===== src/design/rss_pkg.sv =====
/*
 Package for the rotate, subtract and skip datapath: opcodes, flag layout,
 result carriers and reset values. Assumes a single-clock core around it.
*/
package rss_pkg;

   localparam int unsigned RSS_DATA_W = 8;
   localparam int unsigned RSS_BIT_W = 3;
   localparam logic [7:0] RSS_WREG_RST = 8'h00;
   localparam logic RSS_FLAG_RST = 1'b0;
   localparam logic [7:0] RSS_ALL_ONES = 8'hFF;
   localparam logic [7:0] RSS_ONE = 8'h01;
   localparam logic [7:0] RSS_ZERO = 8'h00;
   localparam int unsigned RSS_MSB = 7;
   localparam int unsigned RSS_LSB = 0;
   localparam int unsigned RSS_NIB_MSB = 3;
   localparam int unsigned RSS_SKIP_CYCLES = 2;
   localparam int unsigned RSS_PLAIN_CYCLES = 1;

   typedef enum logic [4:0] {
      RSS_OP_NONE = 5'h00,
      RSS_OP_ROTATE_LEFT_VIA_FLAG_TO_WREG = 5'h01,
      RSS_OP_RR = 5'h02,
      RSS_OP_RRA = 5'h03,
      RSS_OP_RRC = 5'h04,
      RSS_OP_ROTATE_RIGHT_VIA_FLAG_TO_WREG = 5'h05,
      RSS_OP_SBC_W = 5'h06,
      RSS_OP_SBC_M = 5'h07,
      RSS_OP_SUB_W = 5'h08,
      RSS_OP_SUB_M = 5'h09,
      RSS_OP_SUB_I = 5'h0A,
      RSS_OP_DEC_SKIP = 5'h0B,
      RSS_OP_DEC_W_SKIP = 5'h0C,
      RSS_OP_SET_ALL = 5'h0D,
      RSS_OP_SET_BIT = 5'h0E,
      RSS_OP_INC_SKIP = 5'h0F,
      RSS_OP_INC_W_SKIP = 5'h10,
      RSS_OP_BIT_SKIP = 5'h11
   } rss_op_t;

   typedef struct packed {
      rss_op_t op;
      logic [7:0] mem_data;
      logic [7:0] literal;
      logic [2:0] bit_idx;
   } rss_cmd_t;

   typedef struct packed {
      logic signed_wrap_flag;
      logic zero_flag;
      logic nibble_carry_flag;
      logic carry_flag;
   } rss_flags_t;

   typedef struct packed {
      logic [7:0] value;
      logic wr_mem;
      logic wr_wreg;
      logic upd_arith;
      logic upd_carry;
      logic carry;
      logic skip;
   } rss_res_t;

   typedef enum logic [0:0] {
      RSS_ST_RUN = 1'b0,
      RSS_ST_DUMMY = 1'b1
   } rss_state_t;

endpackage


===== src/design/rss_datapath.sv =====
/*
 Rotate, subtract, set and skip execution datapath of an 8-bit core. Holds
 the working register and the four arithmetic flags. Assumes the decoder
 issues one command per cycle with the memory byte already read, writes
 mem_wr_data_out back when mem_wr_out is high, and issues nothing while
 dummy_cycle_out is high.
*/
// Overview of operation
// - Left via carry into working register.
// - Rotate memory right, flags untouched.
// - Rotate right into working register only.
// - Rotate memory right through carry.
// - Rotate right through carry into register.
// - Subtract with borrow, all four flags.
// - Subtract memory, register or memory target.
// - Subtract immediate literal from working register.
// - Decrement memory, skip when zero.
// - Decrement into register, skip when zero.
// - Skip discards prefetch, adds dummy cycle.
// - Set memory byte to all ones.
// - Set one selected bit in memory.
// - Increment memory, skip when zero.
// - Increment into register, skip when zero.
// - Skip when selected bit is one.
`timescale 1ns/1ps
`default_nettype none
module rss_datapath
   import rss_pkg::*;
(
   input wire logic ref_clk_in,
   input wire logic rst_in,
   input wire logic cmd_valid_in,
   input wire rss_cmd_t cmd_in,
   output logic [7:0] working_register_out,
   output rss_flags_t flags_out,
   output logic mem_wr_out,
   output logic [7:0] mem_wr_data_out,
   output logic discard_out,
   output logic dummy_cycle_out
);
   logic [7:0] wreg_q;
   logic [7:0] wreg_d;
   rss_flags_t flags_q;
   rss_flags_t flags_d;
   logic mem_wr_q;
   logic mem_wr_d;
   logic [7:0] mem_data_q;
   logic [7:0] mem_data_d;
   rss_res_t res;
   logic [7:0] sub_b;
   logic sub_cin;
   logic [7:0] sub_sum;
   logic sub_cout;
   logic sub_half;
   logic sub_wrap;
   logic [7:0] m;
   logic [7:0] bit_mask;
   logic go;
   logic busy;

   assign m = cmd_in.mem_data;
   assign go = cmd_valid_in && !busy;

   // Borrow input: carry flag for the borrow forms, 1 for plain subtract.
   always_comb begin
      sub_b = m;
      sub_cin = 1'b1;
      if (cmd_in.op == RSS_OP_SUB_I) begin
         sub_b = cmd_in.literal;
      end
      if ((cmd_in.op == RSS_OP_SBC_W) || (cmd_in.op == RSS_OP_SBC_M)) begin
         sub_cin = flags_q.carry_flag;
      end
   end

   rss_subtractor u_sub (
      .a_in(wreg_q),
      .b_in(sub_b),
      .cin_in(sub_cin),
      .sum_out(sub_sum),
      .cout_out(sub_cout),
      .half_out(sub_half),
      .wrap_out(sub_wrap)
   );

   // One-hot mask from the three-bit index.
   genvar gi;
   generate
      for (gi = 0; gi < RSS_DATA_W; gi++) begin : g_mask
         assign bit_mask[gi] = (cmd_in.bit_idx == 3'(gi));
      end
   endgenerate

   always_comb begin
      res = '0;
      res.value = m;
      unique case (cmd_in.op)
         RSS_OP_NONE: begin
            res.value = m;
         end
         RSS_OP_ROTATE_LEFT_VIA_FLAG_TO_WREG: begin
            res.value = {m[6:0], flags_q.carry_flag};
            res.carry = m[RSS_MSB];
            res.upd_carry = 1'b1;
            res.wr_wreg = 1'b1;
         end
         RSS_OP_RR: begin
            res.value = {m[RSS_LSB], m[7:1]};
            res.wr_mem = 1'b1;
         end
         RSS_OP_RRA: begin
            res.value = {m[RSS_LSB], m[7:1]};
            res.wr_wreg = 1'b1;
         end
         RSS_OP_RRC: begin
            res.value = {flags_q.carry_flag, m[7:1]};
            res.carry = m[RSS_LSB];
            res.upd_carry = 1'b1;
            res.wr_mem = 1'b1;
         end
         RSS_OP_ROTATE_RIGHT_VIA_FLAG_TO_WREG: begin
            res.value = {flags_q.carry_flag, m[7:1]};
            res.carry = m[RSS_LSB];
            res.upd_carry = 1'b1;
            res.wr_wreg = 1'b1;
         end
         RSS_OP_SBC_W, RSS_OP_SUB_W, RSS_OP_SUB_I: begin
            res.value = sub_sum;
            res.upd_arith = 1'b1;
            res.wr_wreg = 1'b1;
         end
         RSS_OP_SBC_M, RSS_OP_SUB_M: begin
            res.value = sub_sum;
            res.upd_arith = 1'b1;
            res.wr_mem = 1'b1;
         end
         RSS_OP_DEC_SKIP: begin
            res.value = m - RSS_ONE;
            res.wr_mem = 1'b1;
            res.skip = (res.value == RSS_ZERO);
         end
         RSS_OP_DEC_W_SKIP: begin
            res.value = m - RSS_ONE;
            res.wr_wreg = 1'b1;
            res.skip = (res.value == RSS_ZERO);
         end
         RSS_OP_SET_ALL: begin
            res.value = RSS_ALL_ONES;
            res.wr_mem = 1'b1;
         end
         RSS_OP_SET_BIT: begin
            res.value = m | bit_mask;
            res.wr_mem = 1'b1;
         end
         RSS_OP_INC_SKIP: begin
            res.value = m + RSS_ONE;
            res.wr_mem = 1'b1;
            res.skip = (res.value == RSS_ZERO);
         end
         RSS_OP_INC_W_SKIP: begin
            res.value = m + RSS_ONE;
            res.wr_wreg = 1'b1;
            res.skip = (res.value == RSS_ZERO);
         end
         RSS_OP_BIT_SKIP: begin
            res.skip = |(m & bit_mask);
         end
         default: begin
            res.value = m;
         end
      endcase
   end

   // Commands presented during the dummy cycle are ignored, so no state moves.
   always_comb begin
      wreg_d = wreg_q;
      flags_d = flags_q;
      mem_wr_d = 1'b0;
      mem_data_d = mem_data_q;
      if (go) begin
         if (res.wr_wreg) begin
            wreg_d = res.value;
         end
         if (res.wr_mem) begin
            mem_wr_d = 1'b1;
            mem_data_d = res.value;
         end
         if (res.upd_carry) begin
            flags_d.carry_flag = res.carry;
         end
         if (res.upd_arith) begin
            flags_d.carry_flag = sub_cout;
            flags_d.nibble_carry_flag = sub_half;
            flags_d.signed_wrap_flag = sub_wrap;
            flags_d.zero_flag = (sub_sum == RSS_ZERO);
         end
      end
   end

   always_ff @(posedge ref_clk_in) begin
      if (rst_in) begin
         wreg_q <= RSS_WREG_RST;
         flags_q <= {4{RSS_FLAG_RST}};
         mem_wr_q <= 1'b0;
         mem_data_q <= RSS_ZERO;
      end else begin
         wreg_q <= wreg_d;
         flags_q <= flags_d;
         mem_wr_q <= mem_wr_d;
         mem_data_q <= mem_data_d;
      end
   end

   rss_skip_ctrl u_skip (
      .ref_clk_in(ref_clk_in),
      .rst_in(rst_in),
      .skip_in(cmd_valid_in && res.skip),
      .discard_out(discard_out),
      .busy_out(busy)
   );

   assign dummy_cycle_out = busy;
   assign working_register_out = wreg_q;
   assign flags_out = flags_q;
   assign mem_wr_out = mem_wr_q;
   assign mem_wr_data_out = mem_data_q;
endmodule
`default_nettype wire


===== src/design/rss_skip_ctrl.sv =====
/*
 Skip sequencer: squashes the prefetched instruction and holds one dummy
 cycle. Assumes the sequencer stalls issue while busy_out is high.
*/
`timescale 1ns/1ps
`default_nettype none
module rss_skip_ctrl
   import rss_pkg::*;
(
   input wire logic ref_clk_in,
   input wire logic rst_in,
   input wire logic skip_in,
   output logic discard_out,
   output logic busy_out
);
   rss_state_t state_q;
   rss_state_t state_d;

   always_comb begin
      state_d = state_q;
      unique case (state_q)
         RSS_ST_RUN: begin
            if (skip_in) begin
               state_d = RSS_ST_DUMMY;
            end
         end
         RSS_ST_DUMMY: begin
            state_d = RSS_ST_RUN;
         end
      endcase
   end

   always_ff @(posedge ref_clk_in) begin
      if (rst_in) begin
         state_q <= RSS_ST_RUN;
      end else begin
         state_q <= state_d;
      end
   end

   assign discard_out = (state_q == RSS_ST_RUN) && skip_in;
   assign busy_out = (state_q == RSS_ST_DUMMY);
endmodule
`default_nettype wire


===== src/design/rss_subtractor.sv =====
/*
 Eight-bit adder for the subtract and subtract-with-borrow forms (decrement uses its own): a plus inverted b plus carry in.
 Assumes the caller passes the raw subtrahend; inversion happens here.
*/
`timescale 1ns/1ps
`default_nettype none
module rss_subtractor
   import rss_pkg::*;
(
   input wire logic [7:0] a_in,
   input wire logic [7:0] b_in,
   input wire logic cin_in,
   output logic [7:0] sum_out,
   output logic cout_out,
   output logic half_out,
   output logic wrap_out
);
   logic [7:0] nb;
   logic [4:0] lo;
   logic [8:0] full;

   always_comb begin
      nb = ~b_in;
      lo = {1'b0, a_in[3:0]} + {1'b0, nb[3:0]} + {4'h0, cin_in};
      full = {1'b0, a_in} + {1'b0, nb} + {8'h00, cin_in};
      sum_out = full[7:0];
      cout_out = full[8];
      half_out = lo[4];
      // Signed wrap when both operands share a sign the result lacks.
      wrap_out = (a_in[7] == nb[7]) && (full[7] != a_in[7]);
   end
endmodule
`default_nettype wire


===== config.mk =====
export PLATFORM = sky130hd
export DESIGN_NAME = rss_datapath
export DESIGN_NICKNAME = d
export VERILOG_FILES = /design/src/design/rss_pkg.sv /design/src/design/rss_datapath.sv /design/src/design/rss_skip_ctrl.sv /design/src/design/rss_subtractor.sv
export SDC_FILE = /design/constraint.sdc
export NUM_CORES = 1
export LEC_CHECK = 0
export BUFFER_PORTS_ARGS = -buffer_cell sky130_fd_sc_hd__buf_2
export CAP_MARGIN = 20
export CORE_MARGIN = 8
export CORE_UTILIZATION = 51
export DETAILED_ROUTE_END_ITERATION = 16
export HOLD_SLACK_MARGIN = 0.06
export MAX_ROUTING_LAYER = met4
export PLACE_DENSITY = 0.78
export SYNTH_ARGS = -nofsm -noshare
export SYNTH_HDL_FRONTEND = slang
export SYNTH_SLANG_ARGS = --single-unit

===== constraint.sdc =====
create_clock -name ref_clk_in -period 3.3 [get_ports ref_clk_in]
set_input_delay 0.33 -clock ref_clk_in [delete_from_list [all_inputs] [get_ports ref_clk_in]]
set_output_delay 0.33 -clock ref_clk_in [all_outputs]
set_load 0.05 [all_outputs]

* Word-level counts from Yosys, hierarchy flattened *
Cells that the tools add are included.

storage, ports and cells
  register bits = 22
  input bits = 27
  output and inout port bits = 23
  word-level logic and storage cells = 82

cells by class
  add/sub/neg operators = 6
  eq/ne operators = 26
  mux-type cells = 13
  bitwise logic cells = 5
  reduce and logical (&&, ||, !) cells = 24

operators with widths
  kind                 number
  $pmux 8 s8           1
  $eq 5x4->1 const B   8
  $logic_not 8->1      3
  $reduce_or 8->1      3
  $eq 5x3->1 const B   4
  $eq 3x3->1 const B   4
  $eq 5x2->1 const B   2
  $eq 5x5->1 const B   2
  $reduce_or 2->1      5
  $add 8x8->9          1
  $add 9x1->9          1
  $add 8x1->8 const B  1
  $and 8x8->8          1
  $mux 1               8
  $mux 8               1
  $not 8->8            1
  $or 8x8->8           1
  $reduce_and 2->1     4
  $sub 8x1->8 const B  1
  $eq 3x2->1 const B   2
  $add 4x4->5          1
  $add 5x1->5          1
  $eq 5x1->1 const B   1
  $reduce_or 5->1      1
  other kinds (12)     16

* Longest topological paths before layout *
Gate-level depths: netlist (run 1).

  depth in word-level cells = 7
  mapped depth = 16
  mapped depth without buffers = 14

* Modules after synthesis *
A second synthesis (run 1) with hierarchy kept.

unflattened totals
  cell total of the unflattened synthesis = 362
  area total of the unflattened synthesis = 2765.2 µm²

modules (own cells, without submodules)
  module          instances  cells an instance  area an instance (µm²)  seq. area each (µm²)
  rss_datapath    1          303                2312.2                  420.4
  rss_subtractor  1          56                 414.1                   0.0
  rss_skip_ctrl   1          3                  38.8                    20.0

* Worst setup path before layout (run 1) *
OpenSTA, ideal clock, no wires.

  kind = input-to-reg
  from = input cmd_in[20] (netlist bit)
  to = register wreg_q[1] (netlist: working_register_out[1])
  data arrival time = 3.399 ns
  path slack = -0.169 ns
  cell stages on the path = 15
  buffers on the path = 3
  cells stage by stage = buf_2 -> buf_1 -> nand2_1 -> nor3_1 -> clkbuf_1 -> o21ai_0 -> fa_1 -> fa_1 -> nand2b_1 -> a211oi_1 -> a2bb2oi_1 -> o21ai_0 -> a31oi_1 -> nand2_1 -> a21oi_1

on the way
  word-level cells in the longest chain between the ends = 6
  elaborated cells between the ends (all ways) = 31

RTL lines
  what                  RTL line                                source
  from (decl)           rss_datapath.sv:33                      input wire rss_cmd_t cmd_in,
  $eq 5x4->1            rss_datapath.sv:68, rss_datapath.sv:97
  $mux 8                rss_datapath.sv:68                      if (cmd_in.op == RSS_OP_SUB_I) begin
  $not 8->8             rss_subtractor.sv:23                    nb = ~b_in;
  $add 8x8->9           rss_subtractor.sv:25                    full = {1'b0, a_in} + {1'b0, nb} + {8'h00, cin_in};
  $add 9x1->9           rss_subtractor.sv:25
  $pmux 8 s8            rss_datapath.sv:97                      unique case (cmd_in.op)
  to (signal assigned)  rss_datapath.sv:207                     wreg_q <= wreg_d;
  to (decl)             rss_datapath.sv:41                      logic [7:0] wreg_q;

Parallel ways exist; a longest one is shown, timed or not.
A chain may end at the register's enable or synchronous reset.

* Worst setup path after layout (run 1) *
  from = input cmd_in[23] (netlist bit)
  to = register wreg_q[1] (netlist: working_register_out[1])

The elaborated chain is that of the path after synthesis.

==> results of run 1 <==
==> per-stage QoR <==
step | TNS [ns] | hold slack (ns) | setup WS (ns) | utilization (%) | instance area [um^2]
CTS | 0 | 0.446 | 0.252 | 61.0 | 2880
detailed placement | -0.0253 | 0.441 | -0.0161 | 59.5 | 2810
global placement | 0 | 0.438 | 0.0421 | 59.5 | 2810
finish | 0 | 0.441 | 0.325 | 61.1 | 2890
floorplan | 0 | 0.670 | 0.0952 | - | 2510
global route | 0 | 0.464 | 0.0853 | 61.1 | 2890
==> cells by family (layout without fill, tap and decap cells) <==
kind of cell | after synthesis | in the layout | share of synthesized area (%)
AOI/OAI and AO/OA | 117 | 117 | 32.5
adders and majority gates | 13 | 13 | 7.09
xor gates and xnor gates | 14 | 14 | 4.90
muxes | 9 | 9 | 3.65
and+or+nand+nor | 140 | 140 | 27.3
buffers and inverters | 43 | 81 | 7.04
DFF | 22 | 22 | 17.6
==> critical path: cells and delay by family <==
kind            cells  cell delay (ns)
compound gates      5             0.97
fa+ha+maj           2             0.75
buf+inv             2             0.27
simple gates        4             0.86
==> state kept, by name, indices dropped and copies added, names as in the netlist <==
name,count
mem_wr_out,1
u_skip.busy_out,1
flags_out,4
mem_wr_data_out,8
working_register_out,8
==> area by class of cell <==
cell class | instances | area (um^2)
clock inverters | 1 | 30.0
multi-input cells | 293 | 1890
inverters | 15 | 56.3
repair buffers | 62 | 343
well taps | 67 | 83.8
flip-flops and latches | 22 | 440
fillers | 427 | 1840
clock buffers | 3 | 41.3
==> power breakdown <==
group          leakage (nW)  internal, mW  switching, mW
Clock                0.0357         0.162         0.0920
Combinational          1.01         0.129          0.237
Sequential            0.179         0.279        0.00929
==> synth_stat cells, types with 8 or more instances <==
cell	instances	area share, %
nor2_1	40	6.0
nand2_1	33	4.9
a21oi_1	29	5.8
dfxtp_1	22	18
clkbuf_1	20	3.0
o21ai_0	19	3.8
inv_1	15	2.2
nor3_1	13	2.6
nand3_1	12	2.4
a211oi_1	11	3.3
ha_1	11	5.5
nor2b_1	9	2.2
mux2i_1	8	3.2
==> worst max path at each step <==
stage | to | cells after the start
after global routing | working_register_out[1]$_SDFFE_PP0P_ | 14
after detailed placement | working_register_out[1]$_SDFFE_PP0P_ | 14
final | working_register_out[1]$_SDFFE_PP0P_ | 13
after CTS | working_register_out[1]$_SDFFE_PP0P_ | 14
after global placement | working_register_out[1]$_SDFFE_PP0P_ | 14
after floorplan | working_register_out[1]$_SDFFE_PP0P_ | 15
==> repair_timing <==
item | in CTS | in global routing
setup endpoints to repair | 0 | 1
endpoints found under the hold margin | 0 | 0
buffers inserted | 0 | 0
resized for setup | 0 | 1
==> metal layers <==
layer | vias to the layer above | GRT usage [%]
met5 | - | -
met4 | 0 | 9.71
met3 | 24 | 3.15
met2 | 147 | 34.7
met1 | 1329 | 27.0
li1 | 1388 | -
==> metrics.yaml, run 1 <==
run_status:
  status: "finished, final reports clean"
detailed_routing:
  dr_wl_met3_um: 623
  drc: 0
  dr.pass1.iters: 5
  num_vias: 2888
  viasPerCell: 6.24
  first_iter_violations: 253
  wl_met1_mm: 3.42
  wirelength_mm: 7.83
  drtAntennaViolNets: 0
  met2WireLength_mm: 3.53
  maxUsedRoutingLayer: "met4"
  wl_per_cell_um: 16.9
synthesis:
  syn-num-nets: 398
  synth-seq-cells: 22
  synth_edf_count: 0
  post_synth.cell_area_avg_um2: 7.00
  async_flop_share_pct: 0
  synth.distinct_cells: 63
  ys.flop_type: "dfxtp_1"
  synth-seq-area-share_pct: 17.6
  synth_area_mm2: 0.00250
  syn-instance-count: 358
  synth_warnings: 0
worst_setup_path:
  crit_start: "cmd_in[23]"
  r2r_cells: 10
  worst_path_most_repeated_cell: "fa_1"
  path_max_fanout: 13
  crit_chain: "buf_2 -> buf_4 -> or2_2 -> nor3_1 -> fa_1 -> fa_1 -> nand2b_1 -> a211oi_1 -> a2bb2oi_1 -> o21ai_0 -> a31oi_1 -> nand2_1 -> a21oi_1"
  r2r-start: "flags_out[0]$_SDFFE_PP0P_"
  arrival_ns: 3.17
  crit_path_start_kind: "input pin"
  cpPeakStageDelay_ns: 0.48
  required_ns: 3.50
  worstSetupPathType: "in2reg"
  cp_slowest_cell: "fa_1"
  rrSetupSlack_ns: 0.57
  regToRegEndpoint: "working_register_out[1]$_SDFFE_PP0P_"
  cp-end-kind: "flop"
cells_and_area:
  drive_gt1_share_pct: 19.4
  final_common_cell: "buf_2"
  final_cell_mix: "buf_2 (49), nor2_1 (40), nand2_1 (33)"
  final_nets: 437
  antenna_cells: 0
  areaGrowthSynthToFinish_pct: 15.3
  final_cells: 463
sta:
  slew_headroom_pct: 58.5
  rsz0062_at_grt: "no"
  fmaxAchievable_mhz: 336
  worstMarginPinSlew_ns: 0.619
  finalHoldViolCount: 0
  finClkSkew_ns: 0.00280
  finalSetupViolations: 0
  timing.final.crit_share_pct: 90.1
  slew_viol_final: 0
  layout_min_cycle_time_ns: 2.97
global_routing:
  antenna_found_initial: 0
  grt_pass1_wl_mm: 13.0
  grt_usage_pct: 22.0
  grt_pass1_vias: 2712
  grt_max_degree: 25
  grt.overflow.total: 0
cts:
  cts_buffers: 3
  htree_levels: 1
  clockRootBuffer: "clkbuf_8"
  ctsHoldBuffers: 0
  cts.path.max_buffers: 2
  cts.clk_slew.worst_paths_ns: 0.08
  clock_latency_ns: 0.26
  tritoncts: "yes"
  clock_sinks: 22
pwr:
  p_leak_nw: 1.22
  power_density_mw_per_mm2: 314
  total_power_mw: 0.908
  peakVddDrop_uv: 191
min_path:
  holdPathStages: 4
  hold_start: "cmd_valid_in"
  hold_class: "in2reg"
  hold_path_end: "u_skip.busy_out$_SDFF_PP0_"
placed_design:
  gp_congestion: 0.997
  place_hpwl_mm: 6.05
  place_inst: 459
  portBuffers: 49
floorplan:
  die_area_mm2: 0.00741
  die_w_um: 86.1
  dieHeight_um: 86.1
  floorplan.core_area_mm2: 0.00472
  rows: 25
  start_util_pct: 53.0
  boundaryPins: 50
job:
  drv_cap: 0
Note: power is estimated with default switching activity, not from simulation.
==> inputs of run 2 (changes only) <==
--- a/config.mk
+++ b/config.mk
@@ -8,11 +8,12 @@
 export BUFFER_PORTS_ARGS = -buffer_cell sky130_fd_sc_hd__buf_2
 export CAP_MARGIN = 20
 export CORE_MARGIN = 8
-export CORE_UTILIZATION = 51
+export CORE_UTILIZATION = 52
 export DETAILED_ROUTE_END_ITERATION = 16
 export HOLD_SLACK_MARGIN = 0.06
 export MAX_ROUTING_LAYER = met4
-export PLACE_DENSITY = 0.78
+export PLACE_DENSITY = 0.8
 export SYNTH_ARGS = -nofsm -noshare
 export SYNTH_HDL_FRONTEND = slang
+export SYNTH_HIERARCHICAL = 1
 export SYNTH_SLANG_ARGS = --single-unit
==> metrics.yaml, run 2 <==
run_status:
  status: "finished, final reports clean"
worst_setup_path:
  worst_path_most_repeated_cell: "fa_1"
  regToRegEndpoint: "working_register_out[6]$_SDFFE_PP0P_"
  path_delay_family: "simple AND/OR/NAND/NOR gates"
  path_max_fanout: 10  # -3
  rrSetupSlack_ns: 0.39  # -0.18 ns
  arrival_ns: 3.33  # +0.16 ns
  required_ns: 3.49  # about the same
  cpPeakStageDelay_ns: 0.47  # about the same
  worstSetupPathType: "in2reg"
  r2r-start: "flags_out[0]$_SDFFE_PP0P_"
  crit_buf_inv: 2  # unchanged
  r2r_cells: 10  # unchanged
  crit_path_start_kind: "input pin"
  cp-end-kind: "flop"
  crit_chain: "buf_2 -> nand2b_2 -> nor4b_4 -> buf_6 -> o21ai_0 -> fa_1 -> fa_1 -> nor2b_1 -> o31a_1 -> o31ai_1 -> a21boi_1 -> nor4_1 -> nand3_1 -> a21oi_1"
  cp_slowest_cell: "fa_1"
cts:
  cts_resized: 0  # unchanged
  tritoncts: "yes"
  cts.path.max_buffers: 2  # unchanged
  cts.clk_slew.worst_paths_ns: 0.08  # about the same
  cts_buffers: 3  # unchanged
  ctsHoldBuffers: 0  # unchanged
  clock_latency_ns: 0.26  # about the same
  htree_levels: 1  # unchanged
  clockRootBuffer: "clkbuf_8"
  cts_setup_buffers: 0  # unchanged
  clock_sinks: 22  # unchanged
synthesis:
  synth_top_family_by_area: "compound AO/OA/AOI/OAI gates"
  synth_area_mm2: 0.00277  # +10%
  synthSimpleGateAreaFrac_pct: 27.8  # +0.51 points
  ys.flop_type: "dfxtp_1"
  synth_compound_area_share_pct: 33.1  # +0.61 points
  post_synth.cell_area_avg_um2: 7.64  # +9.2%
  yosys.area_share.adder_pct: 6.43  # -0.67 points
  synth_common_cells: "a21oi_1 (23), o21ai_0 (23)"
  syn-instance-count: 362  # +1.1%
  synth_edf_count: 0  # unchanged
  synth.distinct_cells: 78  # +24%
  synth_warnings: 6  # +6
  synth-xor-area-share_pct: 4.48  # -0.42 points
  synth_area_leaders: "dfxtp_1 (16%), ha_1 (5.0%), a21oi_1 (4.2%)"
  muxShareOfSynthArea_pct: 4.43  # +0.79 points
  synth-seq-cells: 22  # unchanged
  async_flop_share_pct: 0  # unchanged
  yosys.area.top_type_share_pct: 15.9  # -1.7 points
  syn-num-nets: 402  # +1.0%
  yosysTopAreaCell: "dfxtp_1"
  synth-seq-area-share_pct: 15.9  # -1.7 points
floorplan:
  boundaryPins: 50  # unchanged
  rows: 26  # +4.0%
  start_util_pct: 54.1  # +1.1 points
  dieHeight_um: 88.9  # +3.3%
  floorplan.core_area_mm2: 0.00511  # +8.1%
  die_area_mm2: 0.00791  # +6.7%
  die_w_um: 88.9  # +3.3%
min_path:
  hold_path_end: "flags_out[3]$_SDFFE_PP0P_"
  holdPathStages: 2  # -2
  hold_class: "in2reg"
  hold_start: "rst_in"
detailed_routing:
  drtAntennaViolNets: 0  # unchanged
  drc: 0  # unchanged
  wl_met1_mm: 3.78  # +11%
  first_iter_violations: 306  # +21%
  dr_wl_met3_um: 824  # +32%
  dr.pass1.iters: 7  # +2
  viasPerCell: 6.47  # +3.7%
  met2WireLength_mm: 4.26  # +21%
  wirelength_mm: 9.10  # +16%
  num_vias: 3066  # +6.2%
  maxUsedRoutingLayer: "met4"
  wl_per_cell_um: 19.2  # +13%
sta:
  finalHoldViolCount: 0  # unchanged
  whs_ns: 0.482  # +0.0411 ns
  finalSetupViolations: 0  # unchanged
  fin_setup_tns_ns: 0  # unchanged
  layout_min_cycle_time_ns: 3.14  # +0.166 ns
  finClkSkew_ns: 0.00286  # +0.0000575 ns
  rsz0062_at_grt: "yes"
  slew_headroom_pct: 53.1  # -5.3 points
  timing.final.crit_share_pct: 95.2  # +5.0 points
  slew_viol_final: 0  # unchanged
  fmaxAchievable_mhz: 318  # -5.3%
  worstMarginPinSlew_ns: 0.702  # +0.0828 ns
cells_and_area:
  fill_cells: 482  # +13%
  drive_gt1_share_pct: 25.2  # +5.8 points
  areaGrowthSynthToFinish_pct: 14.8
  final_common_cell: "buf_2"
  final_nets: 445  # +1.8%
  antenna_cells: 0  # unchanged
  seq_area_um2: 440  # unchanged
  multi_input_comb_area_mm2: 0.00211  # +12%
  final_cell_mix: "buf_2 (49), o21ai_0 (23), a21oi_1 (23)"
job:
  drv_cap: 0  # unchanged
global_routing:
  grt_max_degree: 23  # -8.0%
  grt_pass1_vias: 2809  # +3.6%
  grt.overflow.total: 0  # unchanged
  antenna_found_initial: 0  # unchanged
  grt_usage_pct: 23.9  # +2.0 points
  grt_pass1_wl_mm: 14.5  # +12%
placed_design:
  portBuffers: 49  # unchanged
  gp_congestion: 1.02  # +2.3%
  place_hpwl_mm: 6.95  # +15%
pwr:
  p_leak_nw: 1.27  # +3.8%
  peakVddDrop_uv: 228  # +19%
  power_density_mw_per_mm2: 302  # -3.9%
## run 2: cell count changes after synthesis, moves of 5 or more
| cell | previous run | this run |
|---|---|---|
| inv_1 | 15 | 22 |
| nor2_1 | 40 | 22 |
| mux2_2 | 1 | 6 |
| nor3b_1 | 1 | 8 |
| a311oi_1 | 3 | 9 |
| a21oi_1 | 29 | 23 |
| nor3_1 | 13 | 8 |
| nand3_1 | 12 | 22 |
| nand2_1 | 33 | 21 |
## run 2: logic make-up after synthesis
family,count (synthesis)
AO/OA/AOI/OAI,122
adder cells (fa/ha/maj),13
multiplexers,11
buffers and inverters,50
flip-flops,22
XOR/XNOR,12
AND/OR/NAND/NOR,132
## run 2: final cells by class
cell class                      count  share of cell area [%]
Multi-Input combinational cell    290                    66.6
Sequential cell                    22                    13.9
Timing Repair Buffer               66                    11.9
Tap cell                           70                    2.76
Inverter                           22                    2.60
Clock buffer                        3                    1.30
Clock inverter                      1                   0.946
## run 2: metal layers
metal	vias to the layer above	GRT usage, %
met4	0	7.68
met3	26	3.31
met5	-	-
met1	1433	29.6
met2	163	38.9
li1	1444	-
## run 2: worst max path at each step
stage          slack (ns)                                   end        from  cells past startpoint
2_1_floorplan        0.01  working_register_out[7]$_SDFFE_PP0P_  cmd_in[19]                     14
3_3_place_gp         0.03  working_register_out[7]$_SDFFE_PP0P_  cmd_in[23]                     15
3_5_place_dp        -0.07       mem_wr_data_out[6]$_SDFFE_PP0P_  cmd_in[23]                     13
4_1_cts              0.18             flags_out[2]$_SDFFE_PP0P_  cmd_in[23]                     14
5_1_grt            -0.005       mem_wr_data_out[6]$_SDFFE_PP0P_  cmd_in[23]                     13
6_report             0.16             flags_out[2]$_SDFFE_PP0P_  cmd_in[23]                     14
## run 2: report_power, final
| group | switching (mW) | internal (mW) |
|---|---|---|
| Sequential | 0.0132 | 0.279 |
| Clock | 0.0877 | 0.162 |
| Combinational | 0.269 | 0.147 |
## run 2: through the flow
stage                     area, um^2  cells  setup slack (ns)  power (mW)  util [%]
after global placement          3100    470            0.0349       0.699      60.7
after CTS                       3170    474             0.175       0.950      62.1
after floorplan                 2770    362            0.0107       0.594         -
final                           3170    474             0.159       0.958      62.1
after detailed placement        3100    470           -0.0685       0.705      60.7
after global routing            3170    474          -0.00542        1.01      62.1
==> inputs of run 3 (changes only) <==
--- a/config.mk
+++ b/config.mk
@@ -7,6 +7,7 @@
 export LEC_CHECK = 0
 export BUFFER_PORTS_ARGS = -buffer_cell sky130_fd_sc_hd__buf_2
 export CAP_MARGIN = 20
+export CORE_ASPECT_RATIO = 1.5
 export CORE_MARGIN = 8
 export CORE_UTILIZATION = 52
 export DETAILED_ROUTE_END_ITERATION = 16
==> metrics.yaml, run 3 (synthesized netlist as in run 2, its figures left out) <==
worst_setup_path:
  crit_chain: "buf_2 -> nand2b_2 -> nor4b_4 -> buf_6 -> mux2_2 -> inv_1 -> ha_1 -> nor2b_2 -> o31a_1 -> o31ai_1 -> a21boi_1 -> a2111oi_2 -> a211oi_1"
  path_max_fanout: 10  # unchanged
  path_delay_family: "compound AO/OA/AOI/OAI gates"
  r2r_cells: 10  # unchanged
  cpPeakStageDelay_ns: 0.39  # -0.08 ns
  worstSetupPathType: "in2reg"
  crit_buf_inv: 3  # +1
  cp.depth: 13  # -1
  cp_slowest_cell: "a21boi_1"
  crit_path_start_kind: "input pin"
  arrival_ns: 3.33  # about the same
  cp-end-kind: "flop"
  required_ns: 3.47  # -0.02 ns
cts:
  clock_latency_ns: 0.26  # about the same
  cts_buffers: 3  # unchanged
  cts.clk_slew.worst_paths_ns: 0.08  # about the same
  htree_levels: 1  # unchanged
  cts.path.max_buffers: 2  # unchanged
  clock_sinks: 22  # unchanged
  ctsHoldBuffers: 0  # unchanged
  tritoncts: "yes"
  clockRootBuffer: "clkbuf_8"
cells_and_area:
  final_cells: 474  # unchanged
  multi_input_comb_area_mm2: 0.00213  # +0.59%
  fill_cells: 494  # +2.5%
  final_common_cell: "buf_2"
  antenna_cells: 0  # unchanged
  final_cell_mix: "buf_2 (49), o21ai_0 (23)"
  drive_gt1_share_pct: 26.4  # +1.1 points
  areaGrowthSynthToFinish_pct: 15.7
  seq_area_um2: 440  # unchanged
  final_nets: 447  # +0.45%
pwr:
  power_density_mw_per_mm2: 303  # +0.45%
  peakVddDrop_uv: 224  # -1.6%
  p_leak_nw: 1.28  # +0.91%
sta:
  finalSetupViolations: 0  # unchanged
  worstMarginPinSlew_ns: 0.678  # -0.0236 ns
  slew_viol_final: 0  # unchanged
  finalHoldViolCount: 0  # unchanged
  setup_ws_ns: 0.142  # -0.0174 ns
  timing.final.crit_share_pct: 95.7  # +0.53 points
  fmaxAchievable_mhz: 317  # -0.55%
  slew_headroom_pct: 54.7  # +1.6 points
  finClkSkew_ns: 0.00412  # +0.00126 ns
  layout_min_cycle_time_ns: 3.16  # +0.0174 ns
global_routing:
  antenna_found_initial: 0  # unchanged
  grt_pass1_vias: 2944  # +4.8%
  grt_busiest_layer: "met2"
  met3_usage_pct: 3.42  # +0.11 points
  grtUsageMet1_pct: 24.7  # -4.9 points
  grt_usage_pct: 23.6  # -0.29 points
  grt.overflow.total: 0  # unchanged
  grt_util_met2_pct: 39.8  # +0.85 points
  grt_max_degree: 23  # unchanged
  grt_pass1_wl_mm: 14.7  # +1.3%
detailed_routing:
  wirelength_mm: 9.15  # +0.55%
  drtAntennaViolNets: 0  # unchanged
  num_vias: 3057  # -0.29%
  first_iter_violations: 199  # -35%
  wl_per_cell_um: 19.3  # +0.55%
  dr.pass1.iters: 6  # -1
  drc: 0  # unchanged
  viasPerCell: 6.45  # -0.29%
placed_design:
  dp_slack_ns: -0.0814  # -0.0129 ns
  gp_congestion: 0.983  # -3.6%
  portBuffers: 49  # unchanged
  place_hpwl_mm: 7.17  # +3.1%
  place_inst: 470  # unchanged
floorplan:
  boundaryPins: 50  # unchanged
  floorplan.core_area_mm2: 0.00512  # +0.34%
  rows: 32  # +23%
  die_w_um: 75.5  # -15%
  start_util_pct: 54.0  # -0.19 points
  die_area_mm2: 0.00796  # +0.61%
  dieHeight_um: 105  # +18%
min_path:
  hold_class: "in2reg"
  holdPathStages: 2  # unchanged
run_status:
  status: "finished, final reports clean"
job:
  drv_cap: 0  # unchanged
## run 3: area by class of cell
cell class | count | area share [%]
clock inverter | 1 | 0.939
multi-input combinational | 290 | 66.5
tap | 68 | 2.66
inverter | 22 | 2.58
timing repair buffer | 68 | 12.2
sequential | 22 | 13.8
clock buffer | 3 | 1.29
## run 3: routing by layer
layer	share of wire, %	up-vias
met5	0	-
met4	5.8	0
met3	7.3	42
met2	50	153
met1	37	1411
li1	-	1451
## run 3: worst register-to-register path, stage by stage, from the launching register on
cell,delay [ns]
dfxtp_1,0.37
or4_1,0.53
inv_1,0.08
fa_1,0.21
fa_1,0.23
nor2b_2,0.07
o31a_1,0.26
o31ai_1,0.34
a21boi_1,0.39
a2111oi_2,0.15
a211oi_1,0.28
## run 3: path summary, 6_finish.rpt
kind                                   start                               to  slack, ns
setup / recovery                  cmd_in[23]  mem_wr_data_out[6]$_SDFFE_PP0P_       0.14
setup reg to reg   flags_out[0]$_SDFFE_PP0P_  mem_wr_data_out[6]$_SDFFE_PP0P_       0.30
hold reg to reg   u_skip/busy_out$_SDFF_PP0_       u_skip/busy_out$_SDFF_PP0_       0.49
hold / removal                        rst_in            mem_wr_out$_SDFF_PP0_       0.48
## run 3: power by group
| part | internal (mW) | leakage, nW | total (mW) | switching [mW] |
|---|---|---|---|---|
| Sequential | 0.279 | 0.179 | 0.292 | 0.0129 |
| Combinational | 0.151 | 1.06 | 0.424 | 0.273 |
| Clock | 0.162 | 0.0357 | 0.254 | 0.0919 |
| Total | 0.592 | 1.28 | 0.970 | 0.378 |
## run 3: stage by stage
step | area (um^2) | utilization, % | hold WS, ns | total power, mW | setup TNS [ns]
6_report | 3200 | 62.4 | 0.479 | 0.970 | 0
4_1_cts | 3180 | 62.1 | 0.473 | 0.955 | 0
2_1_floorplan | 2770 | - | 0.401 | 0.594 | 0
3_5_place_dp | 3110 | 60.7 | 0.481 | 0.710 | -0.265
5_1_grt | 3200 | 62.4 | 0.495 | 1.01 | -0.116
3_3_place_gp | 3110 | 60.7 | 0.465 | 0.703 | 0
## run 3: timing repair
action / 4_1_cts / 5_1_grt
resized for setup: 0 / 4
setup buffers: 0 / 0
setup endpoints to repair: 0 / 3
